[src/rtl/ssp_pkg.sv]
`default_nettype none
package ssp_pkg;

   // ----------------------------------------------------------------
   // channel and group layout
   // ----------------------------------------------------------------
   localparam int NUM_CHANNELS   = 12;
   localparam int GROUP_SIZE     = 3;
   localparam int NUM_GROUPS     = 4;
   localparam int CH_IDX_W       = 4;
   localparam int GRP_IDX_W      = 2;

   // ----------------------------------------------------------------
   // timing
   // ----------------------------------------------------------------
   localparam int CLOCK_HZ       = 50000000;
   localparam int MAX_FREQ_HZ    = 10000;
   localparam int MIN_PERIOD_CYC = CLOCK_HZ / MAX_FREQ_HZ;

   // ----------------------------------------------------------------
   // 32-bit real encoding
   // ----------------------------------------------------------------
   localparam int REAL_W         = 32;
   localparam int EXP_POS        = 23;
   localparam int EXP_W          = 8;
   localparam int MANT_W         = 23;
   localparam int EXP_BIAS       = 127;
   localparam int SIGN_POS       = 31;
   localparam logic [31:0] REAL_ONE   = 32'h3F800000;
   localparam logic [31:0] REAL_TEN   = 32'h41200000;
   localparam logic [31:0] REAL_FMAX  = 32'h461C4000;

   // ----------------------------------------------------------------
   // reset values
   // ----------------------------------------------------------------
   localparam logic [31:0] RST_FREQ   = 32'h00000000;
   localparam logic [31:0] RST_FRAC   = 32'h00000000;
   localparam logic [31:0] RST_VOLT   = 32'h00000000;

   // values written together by host software
   typedef struct packed {
      logic        start_source_select;
      logic        local_run_flag;
      logic [31:0] frequency;
      logic [31:0] high_time_fraction;
      logic [31:0] low_state_voltage;
      logic [31:0] high_state_voltage;
      logic        relay_close;
   } ssp_ctrl_t;

   typedef struct packed {
      logic [31:0] voltage;
      logic        relay_closed;
      logic        active;
      logic        running;
   } ssp_out_t;

endpackage

`default_nettype wire

[src/rtl/ssp_pwm_channel.sv]
`timescale 1ns/100ps
`default_nettype none

module ssp_pwm_channel
   import ssp_pkg::*;
#(
   parameter int          CHANNEL_INDEX = 0,
   parameter int          CLK_HZ        = CLOCK_HZ,
   parameter logic [31:0] INIT_LOW_VOLT = RST_VOLT,
   parameter logic        INIT_RELAY    = 1'b0
) (
   input  wire logic                  clock,
   input  wire logic                  sys_rst,
   input  wire logic                  group_start_flag_a,
   input  wire logic                  group_start_flag_b,
   input  wire logic                  group_start_flag_c,
   input  wire logic                  group_start_flag_d,
   input  wire logic                  pwm_control_write,
   input  wire ssp_ctrl_t             pwm_control_group,
   output ssp_out_t                   channel_out
);

   // parameters the logic cannot serve are refused at elaboration
   if (CHANNEL_INDEX < 0 || CHANNEL_INDEX >= NUM_CHANNELS) begin : g_bad_index
      $error("channel index out of range");
   end
   if (CLK_HZ < MAX_FREQ_HZ) begin : g_bad_clock
      $error("clock too slow for top frequency");
   end

   // ----------------------------------------------------------------
   // real32 helpers
   // ----------------------------------------------------------------
   // real32 to unsigned integer, negative and nan forced to zero
   function automatic logic [31:0] real_to_uint(input logic [31:0] r);
      logic [7:0]  e;
      logic [55:0] m;
      logic [31:0] res;
      e   = r[EXP_POS +: EXP_W];
      m   = {32'h00000000, 1'b1, r[MANT_W-1:0]};
      res = 32'h00000000;
      if (!r[SIGN_POS] && e >= 8'(EXP_BIAS) && e < 8'(EXP_BIAS + 32)) begin
         m   = m << (e - 8'(EXP_BIAS));
         res = m[MANT_W +: 32];
      end
      return res;
   endfunction

   // clamp a positive real to an upper bound, negative to zero
   function automatic logic [31:0] real_clamp(input logic [31:0] r,
                                              input logic [31:0] hi);
      logic [31:0] res;
      res = r;
      if (r[SIGN_POS])
         res = 32'h00000000;
      else if (r[30:0] > hi[30:0])
         res = hi;
      return res;
   endfunction

   // real fraction 0..1 as 16-bit fixed point, 1.0 = 0x10000 saturated
   function automatic logic [16:0] frac_to_fix(input logic [31:0] r);
      logic [7:0]  e;
      logic [40:0] m;
      logic [16:0] res;
      e   = r[EXP_POS +: EXP_W];
      m   = {17'h00000, 1'b1, r[MANT_W-1:0]};
      res = 17'h00000;
      if (!r[SIGN_POS]) begin
         if (e >= 8'(EXP_BIAS))
            res = 17'h10000;
         else if (e >= 8'(EXP_BIAS - 16)) begin
            m   = m >> (8'(EXP_BIAS) - e);
            res = {1'b0, m[MANT_W-16 +: 16]};
         end
      end
      return res;
   endfunction

   // ----------------------------------------------------------------
   // start selection
   // ----------------------------------------------------------------
   localparam int GRP = CHANNEL_INDEX / GROUP_SIZE;
   logic [NUM_GROUPS-1:0] grp_flags;
   logic                  grp_run;
   logic                  run_req;

   assign grp_flags = {group_start_flag_d, group_start_flag_c,
                       group_start_flag_b, group_start_flag_a};
   assign grp_run = grp_flags[GRP];

   // ----------------------------------------------------------------
   // control state
   // ----------------------------------------------------------------
   logic        src_q, src_d;
   logic        lrun_q, lrun_d;
   logic [31:0] freq_q, freq_d;
   logic [16:0] frac_q, frac_d;
   logic [31:0] lo_v_q, lo_v_d;
   logic [31:0] hi_v_q, hi_v_d;
   logic        relay_q, relay_d;
   logic        recalc_q, recalc_d;

   always_comb begin
      src_d    = src_q;
      lrun_d   = lrun_q;
      freq_d   = freq_q;
      frac_d   = frac_q;
      lo_v_d   = lo_v_q;
      hi_v_d   = hi_v_q;
      relay_d  = relay_q;
      recalc_d = 1'b0;
      if (pwm_control_write) begin
         src_d    = pwm_control_group.start_source_select;
         lrun_d   = pwm_control_group.local_run_flag;
         freq_d   = real_to_uint(real_clamp(pwm_control_group.frequency,
                                            REAL_FMAX));
         frac_d   = frac_to_fix(pwm_control_group.high_time_fraction);
         lo_v_d   = real_clamp(pwm_control_group.low_state_voltage,
                               REAL_TEN);
         hi_v_d   = real_clamp(pwm_control_group.high_state_voltage,
                               REAL_TEN);
         relay_d  = pwm_control_group.relay_close;
         recalc_d = 1'b1;
      end
   end

   always_ff @(posedge clock) begin
      if (sys_rst) begin
         src_q    <= 1'b0;
         lrun_q   <= 1'b0;
         freq_q   <= RST_FREQ;
         frac_q   <= 17'h00000;
         lo_v_q   <= INIT_LOW_VOLT;
         hi_v_q   <= INIT_LOW_VOLT;
         relay_q  <= INIT_RELAY;
         recalc_q <= 1'b0;
      end else begin
         src_q    <= src_d;
         lrun_q   <= lrun_d;
         freq_q   <= freq_d;
         frac_q   <= frac_d;
         lo_v_q   <= lo_v_d;
         hi_v_q   <= hi_v_d;
         relay_q  <= relay_d;
         recalc_q <= recalc_d;
      end
   end

   assign run_req = src_q ? grp_run : lrun_q;

   // ----------------------------------------------------------------
   // period computation
   // ----------------------------------------------------------------
   logic        div_done;
   logic [31:0] div_quot;

   ssp_ratio #(
      .W       (32)
   ) u_ratio (
      .clock   (clock),
      .sys_rst (sys_rst),
      .start   (recalc_q),
      .num     (32'(CLK_HZ)),
      .den     (freq_q),
      .done    (div_done),
      .quot    (div_quot)
   );

   logic [31:0] per_q, per_d;
   logic [31:0] hi_q, hi_d;
   logic [48:0] hi_prod;

   // high time is fraction of period
   assign hi_prod = div_quot * frac_q;

   always_comb begin
      per_d = per_q;
      hi_d  = hi_q;
      if (div_done) begin
         // zero frequency leaves a steady low level
         per_d = (freq_q == 32'h00000000) ? 32'h00000000 : div_quot;
         hi_d  = hi_prod[47:16];
      end
   end

   // ----------------------------------------------------------------
   // waveform counter
   // ----------------------------------------------------------------
   logic [31:0] cnt_q, cnt_d;
   logic        act_q, act_d;
   logic        run_q, run_d;

   always_comb begin
      cnt_d = cnt_q;
      act_d = 1'b0;
      run_d = run_q;
      if (!run_req || per_q == 32'h00000000) begin
         // stopping restarts this channel's counter at phase zero
         cnt_d = 32'h00000000;
         run_d = 1'b0;
      end else begin
         run_d = 1'b1;
         cnt_d = (cnt_q >= per_q - 32'h00000001) ? 32'h00000000
                                                 : cnt_q + 32'h00000001;
         act_d = (cnt_d < hi_q);
      end
   end

   always_ff @(posedge clock) begin
      if (sys_rst) begin
         per_q <= 32'h00000000;
         hi_q  <= 32'h00000000;
         cnt_q <= 32'h00000000;
         act_q <= 1'b0;
         run_q <= 1'b0;
      end else begin
         per_q <= per_d;
         hi_q  <= hi_d;
         cnt_q <= cnt_d;
         act_q <= act_d;
         run_q <= run_d;
      end
   end

   assign channel_out.voltage      = act_q ? hi_v_q : lo_v_q;
   assign channel_out.relay_closed = relay_q;
   assign channel_out.active       = act_q;
   assign channel_out.running      = run_q;

endmodule

`default_nettype wire

[src/rtl/ssp_ratio.sv]
`timescale 1ns/100ps
`default_nettype none

// sequential divider: quotient = num / den, unsigned, one bit per cycle
module ssp_ratio #(
   parameter int W = 32
) (
   input  wire logic         clock,
   input  wire logic         sys_rst,
   input  wire logic         start,
   input  wire logic [W-1:0] num,
   input  wire logic [W-1:0] den,
   output logic              done,
   output logic [W-1:0]      quot
);

   // the shift path needs at least two bits
   if (W < 2) begin : g_bad_width
      $error("divider width below two bits");
   end

   logic [W-1:0]         q_q, q_d;
   logic [W:0]           r_q, r_d;
   logic [W-1:0]         n_q, n_d;
   logic [W-1:0]         d_q, d_d;
   logic [$clog2(W):0]   cnt_q, cnt_d;
   logic                 busy_q, busy_d;
   logic                 done_q, done_d;
   logic [W:0]           trial;

   always_comb begin
      q_d    = q_q;
      r_d    = r_q;
      n_d    = n_q;
      d_d    = d_q;
      cnt_d  = cnt_q;
      busy_d = busy_q;
      done_d = 1'b0;
      trial  = {r_q[W-1:0], n_q[W-1]};
      if (start) begin
         n_d    = num;
         d_d    = den;
         r_d    = '0;
         q_d    = '0;
         cnt_d  = '0;
         busy_d = 1'b1;
      end else if (busy_q) begin
         n_d = {n_q[W-2:0], 1'b0};
         if (trial >= {1'b0, d_q}) begin
            r_d = trial - {1'b0, d_q};
            q_d = {q_q[W-2:0], 1'b1};
         end else begin
            r_d = trial;
            q_d = {q_q[W-2:0], 1'b0};
         end
         cnt_d = cnt_q + 1'b1;
         if (cnt_q == ($clog2(W)+1)'(W-1)) begin
            busy_d = 1'b0;
            done_d = 1'b1;
         end
      end
   end

   always_ff @(posedge clock) begin
      if (sys_rst) begin
         q_q    <= '0;
         r_q    <= '0;
         n_q    <= '0;
         d_q    <= '0;
         cnt_q  <= '0;
         busy_q <= 1'b0;
         done_q <= 1'b0;
      end else begin
         q_q    <= q_d;
         r_q    <= r_d;
         n_q    <= n_d;
         d_q    <= d_d;
         cnt_q  <= cnt_d;
         busy_q <= busy_d;
         done_q <= done_d;
      end
   end

   assign done = done_q;
   assign quot = q_q;

endmodule

`default_nettype wire

[config.mk]
export PLATFORM = sky130hd
export DESIGN_NAME = ssp_pwm_channel
export DESIGN_NICKNAME = d
export VERILOG_FILES = /design/src/rtl/ssp_pkg.sv /design/src/rtl/ssp_pwm_channel.sv /design/src/rtl/ssp_ratio.sv
export SDC_FILE = /design/constraint.sdc
export NUM_CORES = 2
export LEC_CHECK = 0
export ABC_AREA = 1
export BUFFER_PORTS_ARGS = -buffer_cell sky130_fd_sc_hd__buf_2
export CORE_MARGIN = 1
export CORE_UTILIZATION = 50
export DETAILED_ROUTE_END_ITERATION = 10
export GPL_TIMING_DRIVEN = 0
export PLACE_DENSITY_LB_ADDON = 0.1
export SYNTH_ARGS = -nofsm -noshare
export SYNTH_HDL_FRONTEND = slang
export SYNTH_SLANG_ARGS = --single-unit
export TNS_END_PERCENT = 10
[constraint.sdc]
create_clock -name clock -period 5.9 [get_ports clock]
set_input_delay 1.18 -clock clock [delete_from_list [all_inputs] [get_ports clock]]
set_output_delay 1.18 -clock clock [all_outputs]
set_load 0.01 [all_outputs]
==> metrics.txt <==
fin crit share=104%; Synth area leader=fa_1; Seq/Total Area, Yosys=18.4%; top post-synthesis cells by area=fa_1 24%, dfxtp_1 18%, nand2_1 12%; reg2reg start=frac_q[14]; Storage cell area=6960 µm²; GP Congestion=0.965; CTS tree=done; clock slew at reported path FFs=60 ps; reg2reg end=hi_q[25]; DR WL/cell=19.4 µm; hpwl dp=97700 µm; root buffer selected by CTS=clkbuf_16; Most used DFF post-synth=dfxtp_1; post-route ant nets=0; Die Ht=275 µm; Synth cell types=66; Power Dens Cells=133 nW/µm²; DRT Pass-1 Iters=6; antenna violations before repair=5; syn_area_per_cell=7.22 µm²; Syn-to-layout area delta=17.3%; area of the multi-input gates=26400 µm²; Crit Path Max Fanout=10; final setup margin=-221 ps; CTS buffer count=39; pin count of the biggest net entering global routing=20; outcome=finished, violations left; Filler cells=6943; CP startpoint kind=flip-flop; asr flop ratio synth=0%; grt ovf=0; global-route wire length before repair=193000 µm; Max Fclk=163 MHz; post-synth top area share=24.0%; violated checks=negative setup slack; IO Pins=173; placed insts=6283; Peak VDD IR=0.223 mV; post-synthesis register bit count=342; Pwr Total=5.80 mW; vias per cell=5.46; kind of critical path=reg2reg; Initial Util=50.9%; DR iter-0 viols=2639; Post-Syn Area=37300 µm²; arrival time worst endpoint=6630 ps; most common cell after layout, fill and taps aside=nand2_1; Final Hold Fails=0; Final Critical Period=6120 ps; Syn Nets=5968; H-tree Lvls=2; Post-synth EDFFs=0; Slew @ Worst Pin=917 ps; fin. max-slew vios=0; clk_lat worst skew=570 ps; total number of vias=35325; Crit. Startpoint=frac_q[14]; GRT Util Overall=33.2%; CP Capture Type=flip-flop; # clock sinks=342; Longest Clk Path Bufs=3; R2R depth=25; Post-Route WL=125000 µm; Ys Warns=0; Static Leak=21.9 nW; NumNets Final=6278; layout cells sized above 1=15.1%; Hold Path Class=reg2reg; Hold-fix buffers, CTS=0; Worst EP required=6410 ps; Final Setup Violations=20; DRC Markers=0; Post-Place Worst Slack=-1750 ps; Synth Instances=5166; post-route insts no fill=6467; crit path to=hi_q[25]; R2R Setup Slk=-220 ps; clk_skew=25.9 ps; RSZ-0062 raised after global routing=yes; most frequent cells in the layout=1110 x nand2_1, 1039 x inv_1, 423 x fa_1; vias in the first global route=35149; Rel. slew slack=38.9%; Die ar.=75700 µm²; Port Buffer Count=158; max-cap viol count=0; floorplan row count=99; Die Width=275 µm; core area=73300 µm²
## worst min path at each step
stage | startpoint | slack (ps) | depth (start not counted) | to
floorplan | freq_q[30] | 430 | 2 | freq_q[30]
detailed placement | freq_q[28] | 450 | 2 | freq_q[28]
global placement | u_ratio.n_q[24] | 450 | 2 | u_ratio.n_q[24]
CTS | u_ratio.n_q[7] | 460 | 2 | u_ratio.n_q[8]
global route | lo_v_q[13] | 470 | 2 | lo_v_q[13]
finish | u_ratio.n_q[10] | 460 | 2 | u_ratio.n_q[10]
## cell usage after synthesis, types with 10 or more instances
library cell and count:
xnor2_1 38, inv_1 1077, nand4_1 46, nor3_2 11
buf_1 28, fa_1 447, nor4_1 36, o21a_1 11
nor2_2 10, nor2_1 237, nand3_1 290, o21ai_0 203
mux2_2 31, o22ai_1 33, nor3_1 54, nand2_1 1145
a31oi_1 18, a21o_1 10, or2_2 11, dfxtp_1 342
a221oi_1 10, clkbuf_1 231, buf_2 17, ha_1 217
xor2_1 60, o211ai_1 28, a21oi_1 398, a211oi_1 27
## layout make-up
class                      count  area share (%)
clock buffer                  52            2.43
clock inverter                16           0.412
sequential                   342            15.9
multi-input combinational   3451            60.3
buffer                       255            4.41
antenna                        5          0.0286
timing repair buffer         298            4.45
inverter                    1089            9.35
tap                          959            2.74
## through the flow
| step | setup TNS (ps) | hold WS [ps] | util (%) | area [µm²] |
|---|---|---|---|---|
| 6_report | -1970 | 463 | 59.6 | 43700 |
| 4_1_cts | -1830 | 462 | 58.1 | 42600 |
| 5_1_grt | -6890 | 475 | 59.6 | 43700 |
| 3_5_place_dp | -41870 | 452 | 53.6 | 39300 |
| 3_3_place_gp | -41300 | 446 | 53.6 | 39300 |
| 2_1_floorplan | -26.7 | 429 | - | 37300 |
## cell families after synthesis
family,synth area share (%)
AND/OR/NAND/NOR,21.3
buffers and inverters,14.0
AO/OA/AOI/OAI,11.6
other,0.0101
adder cells (fa/ha/maj),31.3
multiplexers,1.15
XOR/XNOR,2.34
flip-flops,18.4
## layer usage
layer / GRT usage [%] / wire, µm / up-vias
met4: 19.2 / 7930 / 0
met2: 56.3 / 60000 / 1268
met5: 0 / 0 / -
met1: 40.1 / 49100 / 17020
li1: - / - / 16654
met3: 5.06 / 8270 / 383
## registers in the layout, indices dropped and copies added, names as in the netlist, 31 cells and up
register and cells:
u_ratio.d_q 32, cnt_q 32, lo_v_q 31, hi_q 32, freq_q 32, u_ratio.quot 32
per_q 32, hi_v_q 31, u_ratio.r_q 32
## what timing repair did
action                                  4_1_cts  5_1_grt
gates cloned                                  0        2
pin swaps                                    47      137
buffers inserted                             79       62
endpoints found under the setup margin       33       32
gates resized for setup                     451      228
## worst max-delay path, cell delays in order, from the launching register on
cell	delay [ps]
dfxtp_2	450
buf_8	210
nand2_1	80
inv_1	90
fa_1	430
fa_1	550
fa_1	590
fa_2	440
fa_1	500
inv_1	50
fa_2	600
inv_2	70
ha_4	270
buf_6	120
a21oi_2	50
inv_1	90
buf_4	130
a31oi_4	80
buf_4	140
o211ai_1	190
a21oi_2	60
buf_4	170
o41ai_4	310
xor2_1	250
o21ai_1	90
inv_1	70
## report_power, final
| part | internal [mW] | total [mW] | switching, mW |
|---|---|---|---|
| sequential | 2.36 | 2.39 | 0.0386 |
| clock | 1.37 | 2.39 | 1.02 |
| combinational | 0.328 | 1.01 | 0.684 |
| total | 4.05 | 5.80 | 1.74 |
(Power assumes the default switching activity.)
